===== config.mk =====
export PLATFORM = sky130hd
export DESIGN_NAME = mdcr_regs
export DESIGN_NICKNAME = d
export VERILOG_FILES = /design/src/rtl/mdcr_pkg.sv /design/src/rtl/mdcr_regs.sv
export SDC_FILE = /design/constraint.sdc
export NUM_CORES = 1
export LEC_CHECK = 0
export BUFFER_PORTS_ARGS = -buffer_cell sky130_fd_sc_hd__buf_2
export CAP_MARGIN = 10
export CORE_ASPECT_RATIO = 1.1
export CORE_MARGIN = 8
export CORE_UTILIZATION = 54
export DETAILED_ROUTE_END_ITERATION = 16
export GPL_TIMING_DRIVEN = 0
export PLACE_DENSITY = 0.77
export RECOVER_POWER = 100
export SLEW_MARGIN = 40
export SYNTH_ARGS = -nofsm -noshare
export SYNTH_HDL_FRONTEND = slang
export SYNTH_SLANG_ARGS = --single-unit

===== constraint.sdc =====
create_clock -name pclk -period 3.1 [get_ports pclk]
set_clock_uncertainty 0.2 [all_clocks]
set_input_delay 0.155 -clock pclk [delete_from_list [all_inputs] [get_ports pclk]]
set_output_delay 0.155 -clock pclk [all_outputs]
set_load 0.01 [all_outputs]

===== src/rtl/mdcr_pkg.sv =====
// package of offsets, fields, reset values and types for the dma control registers
package mdcr_pkg;

  // ----------------------------------------------------------------
  // register byte offsets
  // ----------------------------------------------------------------
  localparam logic [7:0] OFF_BUS_ACCESS = 8'h00;
  localparam logic [7:0] OFF_TX_POLL = 8'h08;
  localparam logic [7:0] OFF_RX_POLL = 8'h10;
  localparam logic [7:0] OFF_RX_BASE = 8'h18;
  localparam logic [7:0] OFF_TX_BASE = 8'h20;
  localparam logic [7:0] OFF_STATUS = 8'h28;
  localparam logic [7:0] OFF_IRQ_MASK = 8'h38;

  // ----------------------------------------------------------------
  // field positions
  // ----------------------------------------------------------------
  localparam int BIT_SOFT_RESET = 0;
  localparam int BIT_FATAL = 13;
  localparam int BIT_RESET_DONE = 12;
  localparam int POS_RX_STATE = 17;
  localparam int POS_TX_STATE = 20;
  localparam int POS_FAULT_KIND = 23;
  localparam int RING_LSB = 2;

  // ----------------------------------------------------------------
  // reset values and codes
  // ----------------------------------------------------------------
  localparam logic [31:0] POLL_RESET = 32'h0FFFFFFF;
  localparam logic [29:0] RING_RESET = 30'h00000000;
  localparam logic [1:0] RING_ALIGN = 2'h0;
  localparam logic [2:0] FAULT_PARITY = 3'h0;
  localparam logic [2:0] FAULT_MASTER_ABORT = 3'h1;
  localparam logic [2:0] FAULT_TARGET_ABORT = 3'h2;
  localparam logic [2:0] PROC_STOPPED = 3'h0;
  localparam logic [2:0] TX_SUSPENDED = 3'h6;
  localparam logic [2:0] RX_SUSPENDED = 3'h4;

  // ----------------------------------------------------------------
  // timing
  // ----------------------------------------------------------------
  localparam logic [7:0] SOFT_RESET_CYCLES = 8'h10;

  // ----------------------------------------------------------------
  // types
  // ----------------------------------------------------------------
  typedef enum logic [1:0] {
    SEQ_IDLE = 2'b01,
    SEQ_BUSY = 2'b10
  } mdcr_seq_t;

  typedef struct packed {
    logic [2:0] tx_state;
    logic [2:0] rx_state;
  } mdcr_proc_state_t;

  typedef struct packed {
    logic valid;
    logic [2:0] kind;
  } mdcr_fault_t;

  typedef struct packed {
    mdcr_seq_t seq;
    logic [7:0] seq_cnt;
    logic soft_reset_bit;
    logic [31:0] tx_poll;
    logic [31:0] rx_poll;
    logic [29:0] rx_ring_start;
    logic [29:0] tx_ring_start;
    logic [2:0] bus_fault_kind;
    logic fatal_bus_fault_flag;
    logic reset_done_flag;
    logic bus_off;
    logic mask_fatal;
    logic mask_done;
    logic [31:0] prdata;
    logic rd_loaded;
    logic tx_poll_kick;
    logic rx_poll_kick;
  } mdcr_state_t;

endpackage


===== src/rtl/mdcr_regs.sv =====
// apb register bank of the dma engine: soft reset, poll demands, ring bases, status
//
// Our own choice: the APB register port.
`timescale 1ns/1ps

// Function
// - writing one to the soft reset bit resets the engine and the poll, ring base and irq mask registers
// - the soft reset bit clears itself once the reset sequence ends
// - tx poll write while tx suspended pulses the tx descriptor fetch kick
// - rx poll write while rx suspended pulses the rx descriptor fetch kick
// - rx ring base holds bits 31 to 2, bits 1 and 0 read zero
// - tx ring base holds bits 31 to 2, bits 1 and 0 read zero
// - fault kind field valid only with fatal flag; it raises no interrupt
// - fault kind codes: 000 parity, 001 master abort, 010 target abort
// - a bus fault sets the fatal flag and blocks bus access until reset
module mdcr_regs
  import mdcr_pkg::*;
(
  input wire logic pclk,
  input wire logic presetn,
  input wire logic clk_en,
  input wire logic psel,
  input wire logic penable,
  input wire logic pwrite,
  input wire logic [31:0] paddr,
  input wire logic [31:0] pwdata,
  output logic [31:0] prdata,
  output logic pready,
  output logic pslverr,
  input wire mdcr_proc_state_t proc_state,
  input wire mdcr_fault_t bus_fault,
  output logic tx_poll_kick,
  output logic rx_poll_kick,
  output logic [31:0] rx_ring_base,
  output logic [31:0] tx_ring_base,
  output logic engine_reset,
  output logic bus_access_enable,
  output logic irq
);

  // ----------------------------------------------------------------
  // state
  // ----------------------------------------------------------------
  mdcr_state_t st;
  mdcr_state_t next_st;

  logic [7:0] addr;
  logic setup;
  logic access_done;
  logic wr_done;
  logic rd_done;
  logic mapped;
  logic [31:0] status_word;
  logic [31:0] mask_word;
  logic [31:0] rd_word;

  // ----------------------------------------------------------------
  // decode
  // ----------------------------------------------------------------
  assign addr = paddr[7:0];
  assign setup = psel && !penable;
  assign access_done = psel && penable && clk_en && st.rd_loaded;
  assign wr_done = access_done && pwrite;
  assign rd_done = access_done && !pwrite;

  always_comb begin
    mapped = 1'b0;
    if (paddr[31:8] == 24'h000000) begin
      unique case (addr)
        OFF_BUS_ACCESS, OFF_TX_POLL, OFF_RX_POLL, OFF_RX_BASE,
        OFF_TX_BASE, OFF_STATUS, OFF_IRQ_MASK: mapped = 1'b1;
        default: mapped = 1'b0;
      endcase
    end
  end

  // ----------------------------------------------------------------
  // read words
  // ----------------------------------------------------------------
  always_comb begin
    status_word = 32'h00000000;
    status_word[POS_FAULT_KIND +: 3] = st.bus_fault_kind;
    status_word[POS_TX_STATE +: 3] = proc_state.tx_state;
    status_word[POS_RX_STATE +: 3] = proc_state.rx_state;
    status_word[BIT_FATAL] = st.fatal_bus_fault_flag;
    status_word[BIT_RESET_DONE] = st.reset_done_flag;
  end

  always_comb begin
    mask_word = 32'h00000000;
    mask_word[BIT_FATAL] = st.mask_fatal;
    mask_word[BIT_RESET_DONE] = st.mask_done;
  end

  always_comb begin
    rd_word = 32'h00000000;
    if (mapped) begin
      unique case (addr)
        OFF_BUS_ACCESS: rd_word[BIT_SOFT_RESET] = st.soft_reset_bit;
        OFF_TX_POLL: rd_word = st.tx_poll;
        OFF_RX_POLL: rd_word = st.rx_poll;
        OFF_RX_BASE: rd_word = {st.rx_ring_start, RING_ALIGN};
        OFF_TX_BASE: rd_word = {st.tx_ring_start, RING_ALIGN};
        OFF_STATUS: rd_word = status_word;
        OFF_IRQ_MASK: rd_word = mask_word;
        default: rd_word = 32'h00000000;
      endcase
    end
  end

  // ----------------------------------------------------------------
  // next state
  // ----------------------------------------------------------------
  always_comb begin
    next_st = st;
    next_st.tx_poll_kick = 1'b0;
    next_st.rx_poll_kick = 1'b0;

    // read data captured in setup, answered in the access phase
    if (setup) begin
      next_st.rd_loaded = 1'b1;
      next_st.prdata = pwrite ? 32'h00000000 : rd_word;
    end
    if (access_done) begin
      next_st.rd_loaded = 1'b0;
    end

    // read of status clears sticky bits; a new event below wins
    if (rd_done && mapped && addr == OFF_STATUS) begin
      next_st.fatal_bus_fault_flag = 1'b0;
      next_st.reset_done_flag = 1'b0;
    end

    if (wr_done && mapped) begin
      unique case (addr)
        OFF_BUS_ACCESS: begin
          if (pwdata[BIT_SOFT_RESET] && st.seq == SEQ_IDLE) begin
            next_st.soft_reset_bit = 1'b1;
            next_st.seq = SEQ_BUSY;
            next_st.seq_cnt = SOFT_RESET_CYCLES;
          end
        end
        OFF_TX_POLL: begin
          next_st.tx_poll = pwdata;
          if (proc_state.tx_state == TX_SUSPENDED && st.seq == SEQ_IDLE) begin
            next_st.tx_poll_kick = 1'b1;
          end
        end
        OFF_RX_POLL: begin
          next_st.rx_poll = pwdata;
          if (proc_state.rx_state == RX_SUSPENDED && st.seq == SEQ_IDLE) begin
            next_st.rx_poll_kick = 1'b1;
          end
        end
        OFF_RX_BASE: next_st.rx_ring_start = pwdata[31:RING_LSB];
        OFF_TX_BASE: next_st.tx_ring_start = pwdata[31:RING_LSB];
        OFF_IRQ_MASK: begin
          next_st.mask_fatal = pwdata[BIT_FATAL];
          next_st.mask_done = pwdata[BIT_RESET_DONE];
        end
        default: next_st.tx_poll_kick = 1'b0;
      endcase
    end

    // engine reset sequence
    unique case (st.seq)
      SEQ_IDLE: begin
        next_st.seq_cnt = next_st.seq_cnt;
      end
      SEQ_BUSY: begin
        // hold the engine state cleared for the whole sequence
        next_st.tx_poll = POLL_RESET;
        next_st.rx_poll = POLL_RESET;
        next_st.rx_ring_start = RING_RESET;
        next_st.tx_ring_start = RING_RESET;
        next_st.bus_fault_kind = FAULT_PARITY;
        next_st.fatal_bus_fault_flag = 1'b0;
        next_st.bus_off = 1'b0;
        next_st.mask_fatal = 1'b0;
        next_st.mask_done = 1'b0;
        if (st.seq_cnt == 8'h01) begin
          next_st.seq = SEQ_IDLE;
          next_st.soft_reset_bit = 1'b0;
          next_st.seq_cnt = 8'h00;
          next_st.reset_done_flag = 1'b1;
        end else begin
          next_st.seq_cnt = st.seq_cnt - 8'h01;
        end
      end
      default: begin
        next_st.seq = SEQ_IDLE;
        next_st.seq_cnt = 8'h00;
      end
    endcase

    // fatal bus fault: sticky flag, kind latched, bus blocked
    if (bus_fault.valid && st.seq == SEQ_IDLE) begin
      next_st.fatal_bus_fault_flag = 1'b1;
      next_st.bus_off = 1'b1;
      next_st.bus_fault_kind = bus_fault.kind;
    end
  end

  // ----------------------------------------------------------------
  // registers
  // ----------------------------------------------------------------
  always_ff @(posedge pclk or negedge presetn) begin
    if (!presetn) begin
      st.seq <= SEQ_IDLE;
      st.seq_cnt <= 8'h00;
      st.soft_reset_bit <= 1'b0;
      st.tx_poll <= POLL_RESET;
      st.rx_poll <= POLL_RESET;
      st.rx_ring_start <= RING_RESET;
      st.tx_ring_start <= RING_RESET;
      st.bus_fault_kind <= FAULT_PARITY;
      st.fatal_bus_fault_flag <= 1'b0;
      st.reset_done_flag <= 1'b0;
      st.bus_off <= 1'b0;
      st.mask_fatal <= 1'b0;
      st.mask_done <= 1'b0;
      st.prdata <= 32'h00000000;
      st.rd_loaded <= 1'b0;
      st.tx_poll_kick <= 1'b0;
      st.rx_poll_kick <= 1'b0;
    end else if (clk_en) begin
      st <= next_st;
    end
  end

  // ----------------------------------------------------------------
  // outputs
  // ----------------------------------------------------------------
  assign prdata = st.prdata;
  assign pready = psel && penable && clk_en && st.rd_loaded;
  assign pslverr = pready && !mapped;
  assign tx_poll_kick = st.tx_poll_kick;
  assign rx_poll_kick = st.rx_poll_kick;
  assign rx_ring_base = {st.rx_ring_start, RING_ALIGN};
  assign tx_ring_base = {st.tx_ring_start, RING_ALIGN};
  assign engine_reset = st.soft_reset_bit;
  assign bus_access_enable = !st.bus_off && !st.soft_reset_bit;
  // fault kind field itself feeds no interrupt
  assign irq = (st.fatal_bus_fault_flag && st.mask_fatal) ||
               (st.reset_done_flag && st.mask_done);

endmodule


Yosys cells after proc, flatten, opt, wreduce, memory -nomap -nowiden
Index checks and enable logic that the tools add are counted.

cells by class
  $add $sub $neg = 1
  equal/unequal tests = 14
  mux-type cells = 32
  reduce and logical (&&, ||, !) cells = 45

operator list
  cell                   number
  $pmux W31 S6           1
  $mux W135              1
  $mux W133              1
  $mux W32               4
  $mux W30               2
  $eq A8 B6 Y1 const B   3
  $logic_not A24 Y1      1
  $mux W11               2
  $logic_and A1 B1 Y1    17
  $eq A8 B5 Y1 const B   2
  $pmux W8 S2            1
  $reduce_bool A2 Y1     8
  $reduce_and A3 Y1      5
  $mux W1                11
  $mux W2                5
  $eq A8 B1 Y1 const B   1
  $eq A8 B4 Y1 const B   1
  $logic_not A8 Y1       1
  $mux W8                1
  $reduce_and A2 Y1      4
  $sub A8 B1 Y8 const B  1
  $reduce_or A7 Y1       1
  $eq A3 B3 Y1 const B   2
  $logic_not A1 Y1       5
  other kinds (10)       11

storage, ports and cells
  bits in registers = 178
  output and inout port bits = 103
  word-level logic and storage cells = 109

Logic depth before layout (Yosys ltp)
  depth after elaboration = 10
  mapped depth = 9
  mapped depth without buffers = 7

Least setup slack after synthesis
Ideal clock, no wire load.

  kind = register to register
  from = reg st[2] (netlist name)
  to = reg st, in the netlist tx_ring_base[10]
  data arrival time = 1.776 ns
  data required time = 2.755 ns
  setup slack = 0.978 ns
  stages on the path, launching flop included = 9
  buffers on the path = 3
  period minus slack after synthesis = 2.122 ns
  path through = dfrtp_1 and4_1 clkbuf_1 nand4_1 or4_4 buf_6 buf_6 nand3b_2 o221ai_2

on the way
  cells in the longest elaborated chain, start to end = 5

ends and longest elaborated chain
  element                       line              RTL
  start: declaration            mdcr_regs.sv:44   mdcr_state_t st;
  start signal: assignment      mdcr_regs.sv:227  st <= next_st;
  $logic_and A1 B1 Y1           --
  via pready                    mdcr_regs.sv:28   output logic pready,
  $logic_and A1 B1 Y1           mdcr_regs.sv:63   assign wr_done = access_done && pwrite;
  $logic_and A1 B1 Y1           mdcr_regs.sv:134  if (wr_done && mapped) begin
  $reduce_bool A2 Y1 (no line)  --
  $reduce_and A3 Y1 (no line)   --

The timed path passes the listed nets, and every way through them passes these cells.
A chain may end at the register's enable or synchronous reset.

Worst setup path after layout
  from = in paddr[1]
  to = reg st[160] (netlist name)

on the way
  cells in the longest elaborated chain, start to end = 7
  elaborated cells between the ends (all ways) = 14
  classes of those cells = 6 x eq/ne; 2 x mux; 6 x reduce/logical

ends and longest elaborated chain
  element                                     line              RTL
  start: declaration                          mdcr_regs.sv:25   input wire logic [31:0] paddr,
  $eq A8 B6 Y1, or another cell as far along  mdcr_regs.sv:69   unique case (addr)
  $reduce_or A7 Y1                            mdcr_regs.sv:69
  $mux W1                                     mdcr_regs.sv:69
  $mux W1                                     mdcr_regs.sv:68   if (paddr[31:8] == 24'h000000) begin
  $logic_and A1 B1 Y1                         mdcr_regs.sv:134
  $reduce_bool A2 Y1 (no line)                --
  $reduce_and A3 Y1 (no line) *               --

Mark *: on every way between the ends. The rest lies on a longest branch, timed or not.

==> impl_metrics.sql <==
INSERT INTO impl_metrics (metric_group, metric, value, unit) VALUES
('run_status', 'run_status', 'finished with violations', ''),
('run_status', 'failed_checks', 'capacitance limit, slew limit', ''),
('layout', 'finalNonFillerCells', '1557', ''),
('synth', 'yosys-top-cells-area', 'dfrtp_1 (29%), dfstp_2 (15%), buf_4 (7.4%), o221ai_2 (4.4%), o221ai_1 (3.6%)', ''),
('min_path', 'min-delay-path-class', 'input port to register', ''),
('clock_network', 'clock_tree.buffer_depth', '2', ''),
('detailed_routing', 'via_count', '9433', ''),
('floorplan', 'core-area', '0.0189', 'sq mm'),
('min_path', 'min_to', 'prdata[17]', ''),
('setup_path', 'worst-r2r-setup-slack', '150', 'ps'),
('setup_path', 'worst_ep_arrival_time', '3120', 'ps'),
('floorplan', 'dieWidth', '148', 'um'),
('synth', 'synth_top_area_share', '29.4', '%'),
('layout', 'fin_nets', '1378', ''),
('detailed_routing', 'postRouteAntennaNets', '0', ''),
('layout', 'area_growth', '19.7', '%'),
('setup_path', 'setup.worst_path.start_class', 'input port', ''),
('clock_network', 'worstSkewPairLatency', '440', 'ps'),
('min_path', 'worst_hold_path.num_cells', '4', ''),
('timing', 'post-route-worst-setup-slack', '123', 'ps'),
('setup_path', 'regToRegStartpoint', 'st[2]', ''),
('setup_path', 'crit_slowest_cell', 'nor3_1', ''),
('timing', 'min_period', '2980', 'ps'),
('setup_path', 'r2r-end', 'st[127]', ''),
('synth', 'synthCells', '1046', ''),
('synth', 'synthSimpleGateAreaFrac', '20.8', '%'),
('global_route', 'grt_max_degree', '77', ''),
('floorplan', 'fp.dieArea', '0.0237', 'sq mm'),
('placement', 'io_buffers', '177', ''),
('clock_network', 'ctsRootBufferMaster', 'clkbuf_16', ''),
('floorplan', 'die_h', '161', 'um'),
('detailed_routing', 'postRouteWirelength', '34.8', 'mm'),
('power_and_ir_drop', 'power_leakage', '5.87', 'nW'),
('timing', 'fin_tns_setup', '0', 'ps'),
('global_route', 'grt_first_pass_wirelength', '54.0', 'mm'),
('synth', 'post_synth.cell_area_avg', '9.84', 'sq um'),
('timing', 'final-max-slew-violation-count', '9', ''),
('global_route', 'antenna_violations_before_repair', '3', ''),
('detailed_routing', 'drt_first_pass_iters', '6', ''),
('clock_network', 'tritoncts.num_buffers', '17', ''),
('timing', 'final_min_period_over_clock_period', '96.0', '%'),
('timing', 'relative_slew_slack', '-5.89', '%'),
('floorplan', 'initial_core_utilization', '54.5', '%'),
('global_route', 'grt-ovfl-total', '0', ''),
('synth', 'yosys.cell_types.count', '66', ''),
('setup_path', 'critical-path-top-cell-by-count', 'buf_2', ''),
('clock_network', 'h-tree-depth', '4', ''),
('run', 'maxCapViolations', '1', ''),
('setup_path', 'cp_top_family', 'simple AND/OR/NAND/NOR gates', ''),
('detailed_routing', 'post_drt_wl_per_cell', '22.3', 'um'),
('placement', 'last_weighted_congestion_value_of_the_routability_driven_placer', '0.951', ''),
('clock_network', 'cts_tree', 'done', ''),
('synth', 'synthDominantAreaCellType', 'dfrtp_1', ''),
('floorplan', 'core.rowCount', '53', ''),
('setup_path', 'critical_path_class', 'input port to register', ''),
('power_and_ir_drop', 'total_design_power', '5.87', 'mW'),
('synth', 'synth_top_family_by_area', 'simple AND/OR/NAND/NOR gates', ''),
('setup_path', 'worst_path_largest_cell_delay', '1200', 'ps'),
('placement', 'hpwl', '24.2', 'mm'),
('synth', 'mappedNetlistArea', '0.0103', 'sq mm'),
('global_route', 'track_usage', '29.3', '%'),
('setup_path', 'cp-end-kind', 'register', ''),
('synth', 'synthesized_area_fraction_occupied_by_ao_oa_aoi_and_oai_cells', '20.1', '%'),
('timing', 'timing_hold_violations_final', '0', ''),
('timing', 'fin_hold_ws', '15.6', 'ps'),
('synth', 'synth_xor_xnor_area_share', '0', '%'),
('detailed_routing', 'drc', '0', ''),
('min_path', 'min_from', 'proc_state[0]', ''),
('power_and_ir_drop', 'ir_worst_vdd', '0.375', 'mV'),
('layout', 'final.fill_count', '1626', ''),
('timing', 'setup_viol', '0', '');
==> worst max-delay path by stage <==
| stage | start | end | depth (start not counted) |
|---|---|---|---|
| final | paddr[1] | st[160] | 8 |
| after global placement | presetn | prdata[16] | 1 |
| after global routing | st[2] | st[129] | 8 |
| after floorplan | st[2] | tx_ring_base[10] | 8 |
| after detailed placement | paddr[1] | prdata[16] | 8 |
| after CTS | st[176] | st[160] | 9 |
==> worst register-to-register path: cells and delay by family, from the launching register on <==
family | cells | cell delay, ps
compound gates | 1 | 180
buf+inv | 3 | 1020
flops | 1 | 340
simple gates | 4 | 1130
==> synthesized netlist by cell type, drive strengths merged (2+ instances only) <==
cell type	instances
or3	9
inv	78
o221ai	72
a21o	4
nand2b	35
a222oi	9
nor2b	7
dfstp	57
o21ai	36
a22o	21
nand3b	63
ha	4
a211oi	2
and2	16
a21oi	63
clkbuf	53
nand4	11
dfrtp	121
buf	130
nor4b	3
nand3	7
or4	5
nor3	64
a221oi	20
and4	7
o22ai	2
nor2	46
and3	3
nor4	11
a2bb2oi	2
a22oi	16
mux2i	2
o2bb2ai	2
nand2	45
o31ai	2
==> cell type report <==
type                            count  area, sq um  area share [%]
Sequential cell                   178         4530            36.7
Multi-Input combinational cell    610         4130            33.5
Timing Repair Buffer              226         1350            10.9
Buffer                            183         1160            9.38
Clock buffer                       22          464            3.77
Tap cell                          247          309            2.51
Inverter                           78          293            2.38
Clock inverter                     10          100           0.812
Antenna cell                        3         7.51          0.0609
==> stage by stage <==
| stage | area (sq um) | utilization, % |
|---|---|---|
| 2_1_floorplan | 10300 | - |
| 3_3_place_gp | 11500 | 60.9 |
| 3_5_place_dp | 11600 | 61.2 |
| 4_1_cts | 12600 | 66.7 |
| 5_1_grt | 12300 | 65.2 |
| 6_report | 12300 | 65.2 |
==> per-layer routing <==
layer / up-vias / track usage, % / part of all wire [%]
li1: 4194 / - / -
met1: 4631 / 36.0 / 40
met2: 512 / 46.3 / 47
met3: 96 / 7.93 / 9.2
met4: 0 / 15.1 / 4.4
met5: - / 0 / 0
==> kinds of logic after synthesis <==
family	after synthesis
AND/OR/NAND/NOR	338
buffers and inverters	261
AO/OA/AOI/OAI	260
flip-flops	178
multiplexers	4
adder cells (fa/ha/maj)	4
other	1
==> sequential cells by signal, summed over array words and instances, names as in the netlist <==
| name | cells |
|---|---|
| rx_ring_base | 30 |
| prdata | 32 |
| tx_ring_base | 30 |
| st | 81 |
| rx_poll_kick | 1 |
| tx_poll_kick | 1 |
| mask_word | 2 |
| engine_reset | 1 |
==> what timing repair did <==
item                       CTS  global route
hold endpoints to repair   220             0
hold buffers                47             0
setup endpoints to repair    0            17
gates resized for setup      0             1
==> where the power goes <==
group / switching [mW] / internal [mW]
combinational: 0.463 / 0.378
sequential: 0.173 / 2.73
clock: 0.962 / 1.16
total: 1.60 / 4.27
(Power assumes the default switching activity.)
